File: src/verilog/mrb_pkg.sv
// shared constants for the mirror reset block control
package mrb_pkg;

  localparam int          NUM_BLOCKS     = 16;
  localparam int          ROWS_PER_BLOCK = 50;
  localparam int          NUM_ROWS       = 800;
  localparam int          REPLICATE_ROWS = 4;

  // output-count select codes
  localparam logic [1:0]  CNT_SINGLE     = 2'h0;
  localparam logic [1:0]  CNT_DUAL       = 2'h1;
  localparam logic [1:0]  CNT_QUAD       = 2'h2;
  localparam logic [1:0]  CNT_GLOBAL     = 2'h3;

  // level select codes; the fourth code leaves the lines alone
  localparam logic [1:0]  LVL_BIAS       = 2'h0;
  localparam logic [1:0]  LVL_OFFSET     = 2'h1;
  localparam logic [1:0]  LVL_PULSE      = 2'h2;
  localparam logic [1:0]  LVL_NONE       = 2'h3;

  // reset values
  localparam logic [1:0]  RST_LEVEL      = 2'h0;
  localparam logic [15:0] RST_HIZ        = 16'h0000;
  localparam logic [7:0]  RST_BYTE       = 8'h00;

  // timing
  localparam int          CLK_PERIOD_PS  = 4000;
  localparam int          BBM_TIME_NS    = 20;
  localparam int          BBM_CYCLES     =
    (BBM_TIME_NS * 1000 + CLK_PERIOD_PS - 1) / CLK_PERIOD_PS;
  localparam logic [3:0]  BBM_COUNT      = 4'(BBM_CYCLES);

  // one-hot sequencer states
  typedef enum logic [2:0] {
    ST_IDLE  = 3'b001,
    ST_FLOAT = 3'b010,
    ST_LATCH = 3'b100
  } mrb_state_e;

endpackage

File: src/verilog/mrb_ctrl.sv
// mirror reset block control: strobed line driver, command port, row load
//
// Contract
// - full-duplex byte-wide serial command port, one port
// - port has select, clock, data in/out, irq
// - count select picks one, two, four, all
// - level select picks bias, offset or pulse
// - four-bit address names the acted-on group
// - strobe edge floats lines, then latches level
// - lines hold last latched level until changed
// - pulse with release lets mirrors relax first; no release level here, a pulse strobe floats then latches like bias or offset
// - sixteen blocks of fifty rows, mode picks blocks
// - single mode pulses any one block
// - dual mode pairs blocks 0-1 through 14-15
// - quad mode groups 0-3 through 12-15
// - replicate mode writes each line to four rows
// - even block tail also writes next block head
// - lines switch among three levels forming waveforms
// - status output shows reset in progress
`timescale 1ns/1ps
`default_nettype none

module mrb_ctrl
  import mrb_pkg::*;
(
  input  wire logic        i_core_clk,
  input  wire logic        i_rst,
  // strobed driver control pins
  input  wire logic        i_strobe,
  input  wire logic [1:0]  i_count_sel,
  input  wire logic [1:0]  i_level_sel,
  input  wire logic [3:0]  i_group_addr,
  output logic [31:0]      o_mirror_pulse_lines,
  output logic [15:0]      o_mirror_pulse_hiz,
  output logic             o_reset_active,
  // serial command port pins
  input  wire logic        i_command_port_select_n,
  input  wire logic        i_command_port_clock,
  input  wire logic        i_command_port_data_in,
  output logic             o_command_port_data_out,
  output logic             o_command_port_data_out_oe,
  output logic             o_command_port_irq,
  output logic [7:0]       o_cmd_byte,
  output logic             o_cmd_valid,
  // row load path from user logic on this clock
  input  wire logic        i_row_replicate_load,
  input  wire logic        i_line_valid,
  input  wire logic [9:0]  i_line_index,
  output logic             o_row_wr_valid,
  output logic [9:0]       o_row_wr_first,
  output logic [9:0]       o_row_wr_last,
  output logic [15:0]      o_row_wr_blocks
);

  // ---------------------------------------------------------------
  // functions
  // ---------------------------------------------------------------
  // lines acted on by one strobe, by count select and address
  function automatic logic [15:0] group_mask(input logic [1:0] cnt,
                                             input logic [3:0] addr);
    logic [15:0] m;
    m = 16'h0000;
    case (cnt)
      CNT_SINGLE: m = 16'h0001 << addr;
      CNT_DUAL:   m = 16'h0003 << {addr[3:1], 1'b0};
      CNT_QUAD:   m = 16'h000F << {addr[3:2], 2'b00};
      CNT_GLOBAL: m = 16'hFFFF;
      default:    m = 16'h0000;
    endcase
    return m;
  endfunction

  // block holding a row
  function automatic logic [3:0] row_block(input logic [9:0] row);
    logic [9:0] q;
    q = row / 10'(ROWS_PER_BLOCK);
    return q[3:0];
  endfunction

  // mask of blocks spanned by a row range
  function automatic logic [15:0] span_mask(input logic [9:0] first,
                                            input logic [9:0] last);
    logic [15:0] lo;
    logic [15:0] hi;
    lo = 16'hFFFF << row_block(first);
    hi = 16'hFFFF >> (4'hF - row_block(last));
    return lo & hi;
  endfunction

  // ---------------------------------------------------------------
  // pin synchronisers: three stages, agreement of last two counts
  // ---------------------------------------------------------------
  localparam int NSYNC = 12;

  logic [NSYNC-1:0] pin_raw;
  logic [NSYNC-1:0] sync1_reg;
  logic [NSYNC-1:0] sync2_reg;
  logic [NSYNC-1:0] sync3_reg;
  logic [NSYNC-1:0] pin_reg;

  assign pin_raw = {i_command_port_data_in, i_command_port_clock,
                    i_command_port_select_n, i_strobe, i_group_addr,
                    i_level_sel, i_count_sel};

  always_ff @(posedge i_core_clk or posedge i_rst) begin
    if (i_rst) begin
      sync1_reg <= 12'h200;
      sync2_reg <= 12'h200;
      sync3_reg <= 12'h200;
      pin_reg   <= 12'h200;
    end else begin
      sync1_reg <= pin_raw;
      sync2_reg <= sync1_reg;
      sync3_reg <= sync2_reg;
      for (int i = 0; i < NSYNC; i++) begin
        if (sync2_reg[i] == sync3_reg[i]) begin
          pin_reg[i] <= sync3_reg[i];
        end
      end
    end
  end

  logic [1:0] cnt_sel;
  logic [1:0] lvl_sel;
  logic [3:0] grp_addr;
  logic       strobe_s;
  logic       sel_n_s;
  logic       sclk_s;
  logic       sdi_s;

  assign cnt_sel  = pin_reg[1:0];
  assign lvl_sel  = pin_reg[3:2];
  assign grp_addr = pin_reg[7:4];
  assign strobe_s = pin_reg[8];
  assign sel_n_s  = pin_reg[9];
  assign sclk_s   = pin_reg[10];
  assign sdi_s    = pin_reg[11];

  logic strobe_d_reg;
  logic sel_n_d_reg;
  logic sclk_d_reg;

  always_ff @(posedge i_core_clk or posedge i_rst) begin
    if (i_rst) begin
      strobe_d_reg <= 1'b0;
      sel_n_d_reg  <= 1'b1;
      sclk_d_reg   <= 1'b0;
    end else begin
      strobe_d_reg <= strobe_s;
      sel_n_d_reg  <= sel_n_s;
      sclk_d_reg   <= sclk_s;
    end
  end

  logic strobe_rise;
  assign strobe_rise = strobe_s & ~strobe_d_reg;

  // ---------------------------------------------------------------
  // strobe sequencer
  // ---------------------------------------------------------------
  mrb_state_e  state_reg;
  logic [3:0]  bbm_cnt_reg;
  logic [15:0] act_mask_reg;
  logic [1:0]  act_level_reg;

  // strobes arriving mid-sequence are dropped, the float must finish
  always_ff @(posedge i_core_clk or posedge i_rst) begin
    if (i_rst) begin
      state_reg     <= ST_IDLE;
      bbm_cnt_reg   <= 4'h0;
      act_mask_reg  <= 16'h0000;
      act_level_reg <= RST_LEVEL;
    end else begin
      case (state_reg)
        ST_IDLE: begin
          if (strobe_rise && lvl_sel != LVL_NONE) begin
            act_mask_reg  <= group_mask(cnt_sel, grp_addr);
            act_level_reg <= lvl_sel;
            bbm_cnt_reg   <= BBM_COUNT;
            state_reg     <= ST_FLOAT;
          end
        end
        ST_FLOAT: begin
          if (bbm_cnt_reg == 4'h1) begin
            state_reg <= ST_LATCH;
          end
          bbm_cnt_reg <= bbm_cnt_reg - 4'h1;
        end
        ST_LATCH: begin
          state_reg <= ST_IDLE;
        end
        default: begin
          state_reg <= ST_IDLE;
        end
      endcase
    end
  end

  // line levels: untouched lines keep their level
  always_ff @(posedge i_core_clk or posedge i_rst) begin
    if (i_rst) begin
      o_mirror_pulse_lines <= {NUM_BLOCKS{RST_LEVEL}};
      o_mirror_pulse_hiz   <= RST_HIZ;
    end else begin
      if (state_reg == ST_IDLE && strobe_rise && lvl_sel != LVL_NONE) begin
        o_mirror_pulse_hiz <= o_mirror_pulse_hiz
                              | group_mask(cnt_sel, grp_addr);
      end else if (state_reg == ST_LATCH) begin
        for (int i = 0; i < NUM_BLOCKS; i++) begin
          if (act_mask_reg[i]) begin
            o_mirror_pulse_lines[2*i +: 2] <= act_level_reg;
          end
        end
        o_mirror_pulse_hiz <= o_mirror_pulse_hiz & ~act_mask_reg;
      end
    end
  end

  always_ff @(posedge i_core_clk or posedge i_rst) begin
    if (i_rst) begin
      o_reset_active <= 1'b0;
    end else begin
      o_reset_active <= (state_reg == ST_IDLE)
                        ? (strobe_rise && lvl_sel != LVL_NONE)
                        : (state_reg == ST_FLOAT);
    end
  end

  // ---------------------------------------------------------------
  // serial command port, mode 0: sample on rise, shift on fall
  // ---------------------------------------------------------------
  logic       port_active;
  logic       sclk_rise;
  logic       sclk_fall;
  logic       sel_fall;
  logic [2:0] bit_cnt_reg;
  logic [7:0] rx_shift_reg;
  logic [7:0] tx_shift_reg;
  logic       byte_done;

  assign port_active = ~sel_n_s;
  assign sclk_rise   = port_active & sclk_s & ~sclk_d_reg;
  assign sclk_fall   = port_active & ~sclk_s & sclk_d_reg;
  assign sel_fall    = ~sel_n_s & sel_n_d_reg;
  assign byte_done   = sclk_rise && bit_cnt_reg == 3'h7;

  always_ff @(posedge i_core_clk or posedge i_rst) begin
    if (i_rst) begin
      bit_cnt_reg  <= 3'h0;
      rx_shift_reg <= RST_BYTE;
      o_cmd_byte   <= RST_BYTE;
      o_cmd_valid  <= 1'b0;
    end else begin
      o_cmd_valid <= byte_done;
      if (!port_active) begin
        bit_cnt_reg <= 3'h0;
      end else if (sclk_rise) begin
        rx_shift_reg <= {rx_shift_reg[6:0], sdi_s};
        bit_cnt_reg  <= bit_cnt_reg + 3'h1;
        if (byte_done) begin
          o_cmd_byte <= {rx_shift_reg[6:0], sdi_s};
        end
      end
    end
  end

  // reply stream carries the sequencer state, reloaded every byte
  always_ff @(posedge i_core_clk or posedge i_rst) begin
    if (i_rst) begin
      tx_shift_reg               <= RST_BYTE;
      o_command_port_data_out    <= 1'b0;
      o_command_port_data_out_oe <= 1'b0;
    end else begin
      o_command_port_data_out_oe <= port_active;
      if (sel_fall || byte_done) begin
        tx_shift_reg <= {act_level_reg, state_reg, 2'b00, o_reset_active};
      end else if (sclk_fall) begin
        tx_shift_reg <= {tx_shift_reg[6:0], 1'b0};
      end
      o_command_port_data_out <= tx_shift_reg[7];
    end
  end

  // irq: set on each byte, cleared on deselect; set wins
  always_ff @(posedge i_core_clk or posedge i_rst) begin
    if (i_rst) begin
      o_command_port_irq <= 1'b0;
    end else if (byte_done) begin
      o_command_port_irq <= 1'b1;
    end else if (!port_active) begin
      o_command_port_irq <= 1'b0;
    end
  end

  // ---------------------------------------------------------------
  // row write generation
  // ---------------------------------------------------------------
  logic [11:0] rep_first;
  logic [11:0] rep_last;
  logic [9:0]  wr_first;
  logic [9:0]  wr_last;
  logic        line_ok;

  // lines past the array end are dropped, not wrapped
  always_comb begin
    rep_first = {i_line_index, 2'b00};
    rep_last  = rep_first + 12'(REPLICATE_ROWS - 1);
    if (i_row_replicate_load) begin
      wr_first = rep_first[9:0];
      wr_last  = rep_last[9:0];
      line_ok  = rep_last < 12'(NUM_ROWS);
    end else begin
      wr_first = i_line_index;
      wr_last  = i_line_index;
      line_ok  = i_line_index < 10'(NUM_ROWS);
    end
  end

  always_ff @(posedge i_core_clk or posedge i_rst) begin
    if (i_rst) begin
      o_row_wr_valid  <= 1'b0;
      o_row_wr_first  <= 10'h000;
      o_row_wr_last   <= 10'h000;
      o_row_wr_blocks <= 16'h0000;
    end else begin
      o_row_wr_valid <= i_line_valid && line_ok;
      if (i_line_valid && line_ok) begin
        o_row_wr_first  <= wr_first;
        o_row_wr_last   <= wr_last;
        o_row_wr_blocks <= span_mask(wr_first, wr_last);
      end
    end
  end

endmodule

`default_nettype wire

File: config.mk
export PLATFORM = sky130hd
export DESIGN_NAME = mrb_ctrl
export DESIGN_NICKNAME = d
export VERILOG_FILES = /design/src/verilog/mrb_pkg.sv /design/src/verilog/mrb_ctrl.sv
export SDC_FILE = /design/constraint.sdc
export NUM_CORES = 1
export LEC_CHECK = 0
export ABC_AREA = 1
export BUFFER_PORTS_ARGS = -buffer_cell sky130_fd_sc_hd__buf_2
export CORE_MARGIN = 5
export CORE_UTILIZATION = 45
export CTS_CLUSTER_DIAMETER = 80
export CTS_CLUSTER_SIZE = 10
export DETAILED_ROUTE_END_ITERATION = 16
export PLACE_DENSITY = 0.65
export SYNTH_ARGS = -nofsm -noshare
export SYNTH_HDL_FRONTEND = slang
export SYNTH_SLANG_ARGS = --single-unit
File: constraint.sdc
create_clock -name i_core_clk -period 7.4 [get_ports i_core_clk]
set_input_delay 0.74 -clock i_core_clk [delete_from_list [all_inputs] [get_ports i_core_clk]]
set_output_delay 0.74 -clock i_core_clk [all_outputs]
set_load 0.05 [all_outputs]
[Word level (Yosys, flattened, before mapping)]
Index checks and enable logic that the tools add are counted.
Operators by class
  multiplexer cells: 19
  add/subtract/negate cells: 4
  shift operators: 5
  $lt $le $gt $ge: 2
  reductions and logical operators: 33
  divide/modulo/power cells: 2
  bitwise logic cells: 15
  equality and inequality tests: 23
Operators with widths (count)
  16-bit one-hot mux with 4 select lines: 1
  3-bit AND reduction: 17
  16-bit 2-to-1 mux: 3
  16-bit bitwise AND: 2
  10-bit by 6-bit divider with 10-bit output, second input constant: 2
  10-bit 2-to-1 mux: 2
  8-bit 2-to-1 mux: 2
  16-bit inverter: 1
  16-bit OR: 1
  1-bit by 4-bit << shifter with 16-bit output, first input constant: 1
  16-bit by 4-bit << shifter with 16-bit output, first input constant: 1
  2-bit by 4-bit << shifter with 16-bit output, first input constant: 1
  4-bit by 4-bit << shifter with 16-bit output, first input constant: 1
  16-bit by 4-bit right shift with 16-bit output, first input constant: 1
  12-bit by 2-bit adder with 12-bit output, second input constant: 1
  1-bit equality test: 12
  12-bit by 10-bit less-than comparator with 1-bit output, second input constant: 1
  3-bit 2-to-1 mux: 4
  10-bit less-than comparator, second input constant: 1
  2-bit nonzero test: 5
  4-bit one-hot mux with 2 select lines: 1
  2-bit AND reduction: 4
  1-bit bitwise AND: 6
  3-bit equality test, second input constant: 2
  other kinds (16): 30
Word-level totals
  register bits: 192
  input bits: 26
  output and inout port bits: 98
  logic and storage cells: 155

[Logic depth before layout (Yosys ltp)]
Gate-level depths: netlist of run 1.
  depth in word-level cells: 7
  depth in mapped cells: 29
  gate-level depth less buffers: 27

[Least setup slack after synthesis of run 1]
Ideal clock, no wire load.
  path type: input-to-reg
  start point: in i_row_replicate_load
  end point: reg o_row_wr_blocks[6]
  required time: 7.281 ns
  library setup time: 0.119 ns
  stages on the path: 24
  setup slack: 4.445 ns
  arrival time: 2.835 ns
  path through: buf_6 o21ai_2 inv_2 nor2_2 nand3_4 nand2_4 nand2_4 nand2_2 nand2_2 nor2_4 nand2_4 nand2_4 buf_8 nand2_4 nand4_4 nand2_2 nand2_4 inv_4 nand2_2 nand3_2 nand2_4 inv_2 o21ai_2 nand2_1
On the way
  longest elaborated chain between the ends: 5
  elaborated cells on any way between the ends: 10
  classes of those cells: add/sub (1); div (2); shift (2); mux (3); bitwise (1); reduce/logical (1)
Ends and longest elaborated chain
  start: declaration: line mrb_ctrl.sv:46  | input wire logic i_row_replicate_load,
  10-bit 2-to-1 mux: line mrb_ctrl.sv:308  | if (i_row_replicate_load) begin
  10-bit by 6-bit divider with 10-bit output: line mrb_ctrl.sv:76  | q = row / 10'(ROWS_PER_BLOCK);
  4-bit subtractor: line mrb_ctrl.sv:86  | hi = 16'hFFFF >> (4'hF - row_block(last));
  16-bit by 4-bit right shift with 16-bit output: line mrb_ctrl.sv:86
  16-bit bitwise AND: line mrb_ctrl.sv:87  | return lo & hi;
  end signal: assignment: line mrb_ctrl.sv:330  | o_row_wr_blocks <= span_mask(wr_first, wr_last);
  end: declaration: line mrb_ctrl.sv:52  | output logic [15:0] o_row_wr_blocks
Several ways; a longest one is shown, not always the timed one.
A chain may end at the register's enable or synchronous reset.

[Worst setup path in the final report of run 1]
Same ends and word-level chain as after synthesis.

==> results.py, run 1 <==
metrics = {
    "die": {
        "fp.dieH_um": 141,
        "core-area_mm2": 0.0171,
        "start_util_pct": 45.3,
        "die_w_um": 141,
        "num_rows": 48,
        "io_pins": 124,
        "dieArea_mm2": 0.0200,
    },
    "clocking": {
        "ctsResizeCount": 0,
        "cts-hold-fix-buffers": 0,
        "clk-insertion-delay-late_ns": 0.42,
        "cts_buffer_depth": 2,
        "root_buffer": "clkbuf_16",
        "cts_tree": "built",
        "htreeDepth": 4,
        "clk_pin_slew_ns": 0.06,
        "cts_setup_buffers": 0,
        "cts_inserted_buffers": 17,
        "clkSinkCount": 184,
    },
    "timing": {
        "fin_ws_ns": 4.34,
        "slew_violations": 0,
        "hold_violations": 0,
        "fmax_mhz": 327,
        "clock_skew_ns": 0.0102,
        "rsz0062_at_grt": "false",
        "finalSetupTns_ns": 0,
        "setup_viol": 0,
        "period_minus_slack_ns": 3.06,
        "finalCritPeriodShare_pct": 41.3,
        "tightest_slew_ns": 1.18,
        "timing.slew.headroom_pct": 20.6,
    },
    "pwr": {
        "p_leak_uw": 0.00472,
        "power_uw": 3200,
        "p_per_area_mw_per_mm2": 351,
        "ir_drop_uv": 187,
    },
    "setup_path": {
        "start_kind": "input pin",
        "cp_common_cell": "nand2_4",
        "worst_path_largest_cell_delay_ns": 0.30,
        "endpoint_kind": "flop",
        "worst_ep_arrival_time_ns": 3.37,
        "crit_chain": "buf_2 -> nand2_1 -> o21ai_2 -> inv_2 -> nor2_2 -> nand3_4 -> nand2_4 -> nand2_4 -> nand2_2 -> nand2_2 -> nor2_4 -> nand2_4 -> nand2_4 -> nand2_1 -> nand2_2 -> nor2_1 -> nand2_2 -> nand2_4 -> nand2_1 -> nand3_2 -> nand2_4 -> inv_2 -> o21ai_2 -> nand2_1",
        "cp_max_fo": 18,
        "required_ns": 7.71,
        "slowest_stage": "buf_2",
        "crit_buf_inv": 3,
        "worst-setup-path-type": "input pin to flop",
        "cp_top_family": "simple AND/OR/NAND/NOR gates",
    },
    "final_layout": {
        "layout_commonest_cell": "nand2_1",
        "top_register": "o_mirror_pulse_lines",
        "final_nets": 980,
        "final_cell_mix": "nand2_1, dfrtp_1, buf_2",
        "largest_reg_flops": 32,
        "num_antenna_cells": 0,
        "fin_util_pct": 53.3,
        "syn2layout_area_growth_pct": 17.7,
        "drive_gt1_share_pct": 22.5,
    },
    "placement": {
        "gp_congestion": 0.899,
        "hpwl_um": 11400,
        "port_buffers": 123,
        "pre_cts_ws_ns": 3.89,
    },
    "grt": {
        "grt_max_degree": 108,
        "antenna_found_initial": 0,
        "grt_pass1_wl_um": 27500,
        "gr-usage-all-layers_pct": 16.9,
        "grt_pass1_vias": 5624,
        "overflow": 0,
    },
    "synthesis": {
        "async_reset_ff_share_pct": 100,
        "netlist_area_mm2": 0.00776,
        "synth_cell_types": 42,
        "syn_inst": 832,
        "synth_area_per_cell_um2": 9.32,
        "synth_enable_flop_cells": 0,
        "ys.flop_type": "dfrtp_1",
        "synth_nets": 862,
        "ys_seq_area_share_pct": 59.5,
        "ys_ff_latch": 184,
        "ys_warn_count": 0,
    },
    "outcome": {
        "status": "finished clean",
    },
    "route": {
        "vias_per_cell": 4.88,
        "firstDrtPassIters": 5,
        "drc_errors": 0,
        "drt-initial-drc-count": 343,
        "finalWirelength_um": 16000,
        "route.detailed.wl_per_inst_um": 13.5,
        "vias": 5792,
        "ant_nets": 0,
    },
    "job": {
        "drv_cap": 0,
    },
    "min_path": {
        "hold_class": "flop to flop",
    },
}
==> stage by stage <==
stage / cells / hold slack (ns) / area [µm²]
after CTS: 1188 / 0.350 / 9130
final: 1188 / 0.348 / 9130
after global routing: 1188 / 0.355 / 9130
after global placement: 1156 / 0.332 / 8520
after detailed placement: 1156 / 0.335 / 8520
after floorplan: 832 / 0.331 / 7760
==> Yosys cell counts (4+ instances only) <==
master	count	area, µm²
inv_2	7	26.3
a21oi_1	6	30.0
nor2_1	23	86.3
nand2_1	283	1060
maj3_1	12	120
nor3_1	6	30.0
a21boi_0	7	52.6
ha_1	4	50.1
buf_4	8	60.1
dfrtp_1	178	4450
o21ai_1	8	40.0
a31oi_1	4	25.0
nand3_1	57	285
nand2_2	17	106
nand2_4	9	101
inv_1	55	206
dfstp_2	6	158
clkbuf_1	16	60.1
nand4_1	5	31.3
o21ai_0	87	435
==> logic make-up after synthesis <==
logic type | count (synthesis) | synth area share, %
simple gates | 415 | 24.0
buf+inv | 92 | 5.37
xor+xnor | 1 | 0.113
compound gates | 124 | 8.91
fa+ha+maj | 16 | 2.19
flops | 184 | 59.5
==> routing by layer <==
metal	part of all wire (%)	GRT usage, %	routed length (µm)	up-vias
met2	44	25.1	7060	129
met5	0	0	0	-
met3	5.7	4.18	919	17
met4	1.3	5.97	210	0
li1	-	-	-	2926
met1	49	24.4	7840	2720
==> power by group <==
group          internal [µW]  switching, µW
registers               1190            103
clock network            512            406
logic                    239            752
total                   1940           1260
==> worst paths after layout <==
kind                       slack [ns]                  to  cells past startpoint                 start
setup reg to reg                 4.84     tx_shift_reg[5]                      9        bit_cnt_reg[0]
min in group asynchronous        0.53   o_row_wr_first[0]                      2                 i_rst
hold / removal                   0.35        sync2_reg[0]                      0          sync1_reg[0]
setup / recovery                 4.34  o_row_wr_blocks[6]                     24  i_row_replicate_load
hold reg to reg                  0.35        sync2_reg[0]                      0          sync1_reg[0]
max in group asynchronous        5.35        sync2_reg[1]                      3                 i_rst
==> area by class of cell <==
| class | instances | area (µm²) |
|---|---|---|
| Timing Repair Buffer | 127 | 646 |
| Clock buffer | 17 | 425 |
| Multi-Input combinational cell | 556 | 2730 |
| Fill cell | 1613 | 7990 |
| Tap cell | 225 | 282 |
| Sequential cell | 184 | 4610 |
| Clock inverter | 15 | 179 |
| Inverter | 64 | 253 |
Note: power is estimated with default switching activity, not from simulation.
==> inputs of run 2 (changes only) <==
==> constraint.sdc (replaced) <==
create_clock -name i_core_clk -period 3 [get_ports i_core_clk]
set_input_delay 0.3 -clock i_core_clk [delete_from_list [all_inputs] [get_ports i_core_clk]]
set_output_delay 0.3 -clock i_core_clk [all_outputs]
set_load 0.05 [all_outputs]
==> run 2 against run 1 <==
  * Register-to-register slack got worse by 4.1 ns
  * Global-route usage increased by 0.31 points
  * Sequential share of layout area decreased by 1.2 points
  * Wire length increased by 0.40%
  * Via count increased by 1.3%
  * Largest cell class unchanged
  * Highest routed layer unchanged
  * Largest power group unchanged
  * Sequential cell count unchanged
==> results.py, run 2 (synthesis gave the netlist of run 1 again) <==
metrics = {
    "route": {
        "wl_met3_um": 760,
        "drc_errors": 0,
        "firstDrtPassIters": 5,
        "wl_met2_um": 7140,
        "route.detailed.wl_per_inst_um": 13.3,
        "drt-initial-drc-count": 319,
        "finalWirelength_um": 16100,
        "vias": 5865,
        "wl_met1_um": 7950,
        "ant_nets": 0,
        "maxUsedRoutingLayer": "met4",
        "vias_per_cell": 4.86,
    },
    "final_layout": {
        "layout_commonest_cell": "nand2_1",
        "syn2layout_area_growth_pct": 20.6,
        "layoutNonFillerInstCount": 1208,
        "top_register": "o_mirror_pulse_lines",
        "largest_reg_flops": 32,
        "drive_gt1_share_pct": 22.8,
        "final_nets": 1000,
        "final_cell_mix": "nand2_1, dfrtp_1, buf_2",
        "num_antenna_cells": 0,
    },
    "timing": {
        "rsz0062_at_grt": "false",
        "finalSetupTns_ns": 0,
        "slew_violations": 0,
        "clock_skew_ns": 0.00909,
        "finalCritPeriodShare_pct": 85.1,
        "tightest_slew_ns": 0.661,
        "timing.slew.headroom_pct": 55.9,
        "fmax_mhz": 392,
        "setup_viol": 0,
        "hold_violations": 0,
        "period_minus_slack_ns": 2.55,
    },
    "grt": {
        "grt_pass1_wl_um": 28000,
        "gr-usage-all-layers_pct": 17.2,
        "grt_pass1_vias": 5640,
        "grt_max_degree": 63,
        "overflow": 0,
        "antenna_found_initial": 0,
    },
    "clocking": {
        "cts_inserted_buffers": 17,
        "cts_buffer_depth": 2,
        "htreeDepth": 4,
        "root_buffer": "clkbuf_16",
        "cts_setup_buffers": 0,
        "cts_tree": "built",
        "ctsResizeCount": 0,
        "clk-insertion-delay-late_ns": 0.43,
        "cts-hold-fix-buffers": 13,
        "clk_pin_slew_ns": 0.07,
        "clkSinkCount": 184,
    },
    "setup_path": {
        "r2r-start": "bbm_cnt_reg[1]",
        "cp_max_fo": 18,
        "required_ns": 3.37,
        "start_kind": "input pin",
        "ff2ff_path_depth": 9,
        "reg2reg_to": "bbm_cnt_reg[1]",
        "endpoint_kind": "flop",
        "worst_ep_arrival_time_ns": 2.92,
        "worst-setup-path-type": "input pin to flop",
        "reg2reg_slack_ns": 0.76,
    },
    "die": {
        "io_pins": 124,
        "dieArea_mm2": 0.0200,
        "fp.dieH_um": 141,
        "start_util_pct": 45.3,
        "core-area_mm2": 0.0171,
        "num_rows": 48,
        "die_w_um": 141,
    },
    "outcome": {
        "status": "finished clean",
    },
    "pwr": {
        "power_uw": 8000,
        "p_leak_uw": 0.00481,
        "p_per_area_mw_per_mm2": 855,
        "ir_drop_uv": 504,
    },
    "placement": {
        "dp_cells": 1163,
        "port_buffers": 123,
        "hpwl_um": 11500,
        "gp_congestion": 0.924,
    },
    "min_path": {
        "hold_start": "i_line_index[0]",
        "hold_class": "input pin to flop",
        "worstHoldEndpoint": "o_row_wr_first[0]",
        "min_path_cells": 3,
    },
    "job": {
        "drv_cap": 0,
    },
}
==> run 2: changes by cell type in the layout (fill, tap and decap cells not counted), sizes merged <==
cell | previous run | this run
clkinv | 6 | 2
clkbuf | 17 | 18
dlygate4sd3 | 0 | 13
bufinv | 2 | 3
clkinvlp | 1 | 4
inv | 70 | 69
buf | 127 | 134
==> run 2: worst max path at each step <==
stage	start	end	slack, ns	depth (start not counted)
floorplan	i_rst	act_level_reg[0]	0.34	1
global placement	i_row_replicate_load	o_row_wr_blocks[6]	0.1	22
detailed placement	i_row_replicate_load	o_row_wr_blocks[12]	-0.007	24
CTS	i_row_replicate_load	o_row_wr_blocks[12]	0.45	24
global route	i_row_replicate_load	o_row_wr_blocks[12]	0.12	26
finish	i_row_replicate_load	o_row_wr_blocks[12]	0.45	25
==> run 2: where the power goes <==
part	internal [µW]	total (µW)	switching [µW]
sequential	2940	3190	251
clock	1360	2340	982
combinational	614	2470	1860
total	4910	8000	3090
==> run 2: cell type report <==
| cell class | count | area, µm² |
|---|---|---|
| well taps | 225 | 282 |
| inverters | 64 | 251 |
| multi-input cells | 556 | 2730 |
| flip-flops and latches | 184 | 4610 |
| clock inverters | 14 | 186 |
| clock buffers | 18 | 439 |
| repair buffers | 147 | 853 |
| fillers | 1602 | 7760 |
==> run 2: per-layer routing <==
metal	vias up	global-route usage, %
met5	-	0
met4	0	5.97
met3	19	3.81
met2	121	25.5
met1	2748	25.2
li1	2977	-
==> run 2: worst max-delay path, stage by stage <==
cell and delay, ns:
buf_2 0.32, nand2_1 0.12, o21ai_2 0.14, inv_2 0.09
nor2_2 0.16, nand3_4 0.11, nand2_4 0.11, nand2_4 0.08
nand2_2 0.08, nand2_2 0.08, nor2_4 0.13, nand2_4 0.09
nand2_4 0.11, nand2_1 0.07, nand2_2 0.11, nor2_1 0.06
nand2_2 0.09, nand2_4 0.09, inv_4 0.09, nand2_2 0.05
nand3_2 0.08, nand2_4 0.07, nor2_2 0.11, nand3_1 0.10
nand2_1 0.08
==> run 2: metrics by stage <==
stage | util (%) | setup WS [ns] | hold slack (ns) | instance area, µm²
floorplan | - | 0.340 | 0.304 | 7760
global placement | 50.2 | 0.0973 | 0.332 | 8600
detailed placement | 50.2 | -0.00663 | 0.336 | 8600
CTS | 54.7 | 0.450 | 0.161 | 9360
global route | 54.7 | 0.119 | 0.202 | 9360
finish | 54.7 | 0.446 | 0.186 | 9360
==> inputs of run 3 (changes only) <==
--- a/config.mk
+++ b/config.mk
@@ -7,12 +7,13 @@
 export LEC_CHECK = 0
 export ABC_AREA = 1
 export BUFFER_PORTS_ARGS = -buffer_cell sky130_fd_sc_hd__buf_2
+export CORE_ASPECT_RATIO = 1.1
 export CORE_MARGIN = 5
-export CORE_UTILIZATION = 45
+export CORE_UTILIZATION = 56
 export CTS_CLUSTER_DIAMETER = 80
 export CTS_CLUSTER_SIZE = 10
 export DETAILED_ROUTE_END_ITERATION = 16
-export PLACE_DENSITY = 0.65
+export PLACE_DENSITY = 0.78
 export SYNTH_ARGS = -nofsm -noshare
 export SYNTH_HDL_FRONTEND = slang
 export SYNTH_SLANG_ARGS = --single-unit
==> run 3 against run 2 <==
  * Sequential power about the same
  * First-iteration DRC count up 38%
  * Critical endpoint is now o_row_wr_blocks[8]
  * Setup slack worse by 0.017 ns
  * Clock power down 8%
  * Clock-buffer cell count up 6
  * Sequential share of layout area up 0.53 points
  * Combinational power about the same
  * Utilization up 13 points
  * Largest cell class unchanged
==> results.py, run 3 (synthesis gave the netlist of run 1 again) <==
metrics = {
    "outcome": {
        "status": "finished clean",
    },
    "pwr": {
        "p_leak_uw": 0.00478,
        "p_per_area_mw_per_mm2": 847,
        "ir_drop_uv": 628,
    },
    "die": {
        "io_pins": 124,
        "start_util_pct": 56.7,
        "fp.dieH_um": 133,
        "die_w_um": 122,
        "num_rows": 45,
        "dieArea_mm2": 0.0163,
        "core-area_mm2": 0.0137,
    },
    "grt": {
        "overflow": 0,
        "grt_max_degree": 94,
        "gr-usage-all-layers_pct": 20.5,
        "antenna_found_initial": 0,
        "grt_pass1_vias": 5642,
        "grt_pass1_wl_um": 26800,
    },
    "route": {
        "route.detailed.wl_per_inst_um": 13.5,
        "finalWirelength_um": 15700,
        "drc_errors": 0,
        "ant_nets": 0,
        "vias_per_cell": 5.11,
        "firstDrtPassIters": 5,
        "vias": 5979,
        "drt-initial-drc-count": 439,
    },
    "final_layout": {
        "layout_commonest_cell": "nand2_1",
        "final_nets": 998,
        "syn2layout_area_growth_pct": 19.4,
        "fillers": 1074,
        "fin_util_pct": 67.7,
        "final_cell_mix": "nand2_1, dfrtp_1, buf_2",
        "num_antenna_cells": 0,
        "largest_reg_flops": 32,
        "layoutNonFillerInstCount": 1169,
        "top_register": "o_mirror_pulse_lines",
        "drive_gt1_share_pct": 22.4,
    },
    "placement": {
        "port_buffers": 123,
        "gp_congestion": 0.902,
        "dp_cells": 1124,
        "hpwl_um": 11200,
    },
    "timing": {
        "period_minus_slack_ns": 2.57,
        "clock_skew_ns": 0.00721,
        "slew_violations": 0,
        "fmax_mhz": 389,
        "setup_viol": 0,
        "timing.slew.headroom_pct": 60.1,
        "rsz0062_at_grt": "false",
        "hold_violations": 0,
        "finalCritPeriodShare_pct": 85.7,
        "fin_hold_ws_ns": 0.169,
        "finalSetupTns_ns": 0,
        "tightest_slew_ns": 0.598,
    },
    "clocking": {
        "cts_tree": "built",
        "cts_buffer_depth": 2,
        "clk-insertion-delay-late_ns": 0.42,
        "clkSinkCount": 184,
        "cts_inserted_buffers": 17,
        "htreeDepth": 4,
        "root_buffer": "clkbuf_16",
        "clk_pin_slew_ns": 0.06,
    },
    "setup_path": {
        "worst_ep_arrival_time_ns": 2.87,
        "worst-setup-path-type": "input pin to flop",
        "required_ns": 3.30,
        "crit_chain": "buf_2 -> nand2_1 -> nand2_2 -> inv_2 -> o21ai_4 -> nand3_4 -> nand2_4 -> nand2_4 -> nand2_2 -> nand2_2 -> nor2_4 -> nand2_4 -> nand2_4 -> nand2_1 -> nand2_2 -> nor2_1 -> nand2_2 -> nand2_4 -> nand2_1 -> nand3_2 -> a21oi_1 -> o21ai_0",
        "cp_max_fo": 18,
        "worst_path_largest_cell_delay_ns": 0.30,
        "crit_buf_inv": 2,
        "slowest_stage": "buf_2",
        "cp_top_family": "simple AND/OR/NAND/NOR gates",
        "start_kind": "input pin",
        "endpoint_kind": "flop",
    },
    "job": {
        "drv_cap": 0,
    },
    "min_path": {
        "hold_class": "input pin to flop",
    },
}
==> run 3: cell types whose count changed in the layout (fill, tap and decap cells not counted) <==
cell,delta
inv_6,-2
buf_4,-2
inv_8,-3
clkbuf_1,+2
clkinvlp_4,+1
bufinv_16,-2
clkbuf_8,+4
clkinv_4,+1
clkinv_2,-1
==> run 3: worst register-to-register path, delay by kind of cell, from the launching register on <==
kind | cells | cell delay, ns
AND/OR/NAND/NOR | 4 | 0.94
buffers and inverters | 3 | 0.79
flip-flops | 1 | 0.39
AO/OA/AOI/OAI | 1 | 0.12
==> run 3: final cells by class <==
class | count | area [µm²] | area share [%]
clock buffers | 24 | 502 | 5.42
flip-flops and latches | 184 | 4610 | 49.8
well taps | 188 | 235 | 2.54
repair buffers | 145 | 838 | 9.06
inverters | 64 | 251 | 2.72
clock inverters | 8 | 86.3 | 0.933
multi-input cells | 556 | 2730 | 29.5
==> run 3: timing repair <==
action	4_1_cts	5_1_grt
gates resized for setup	0	0
endpoints found under the setup margin	0	0
buffers inserted	0	0
endpoints found under the hold margin	34	0
hold buffers	13	0
==> run 3: metal layers <==
metal	up-vias	track usage (%)	routed length, µm
li1	2966	-	-
met1	2840	27.2	6900
met2	149	32.6	7620
met3	24	4.71	892
met4	0	8.15	313
met5	-	0	0
==> run 3: worst paths after layout <==
path | depth (start not counted) | to | start | slack [ns]
hold reg to reg | 0 | sync2_reg[8] | sync1_reg[8] | 0.35
setup reg to reg | 8 | bbm_cnt_reg[3] | state_reg[0] | 0.67
hold / removal | 3 | o_row_wr_first[0] | i_line_index[0] | 0.17
max in group asynchronous | 4 | state_reg[0] | i_rst | 1.68
min in group asynchronous | 3 | o_row_wr_first[8] | i_rst | 0.48
setup / recovery | 22 | o_row_wr_blocks[8] | i_row_replicate_load | 0.43
==> run 3: report_power, final <==
part,switching [µW],internal [µW]
combinational,1870,610
sequential,258,2940
clock,899,1260
==> run 3: metrics by stage <==
step           setup WS [ns]  power [µW]  instance area (µm²)
2_1_floorplan          0.340        5150                 7760
3_3_place_gp           0.112        5650                 8540
3_5_place_dp         -0.0295        5710                 8540
4_1_cts                0.441        7910                 9260
5_1_grt                0.129        8300                 9260
6_report               0.429        7840                 9260
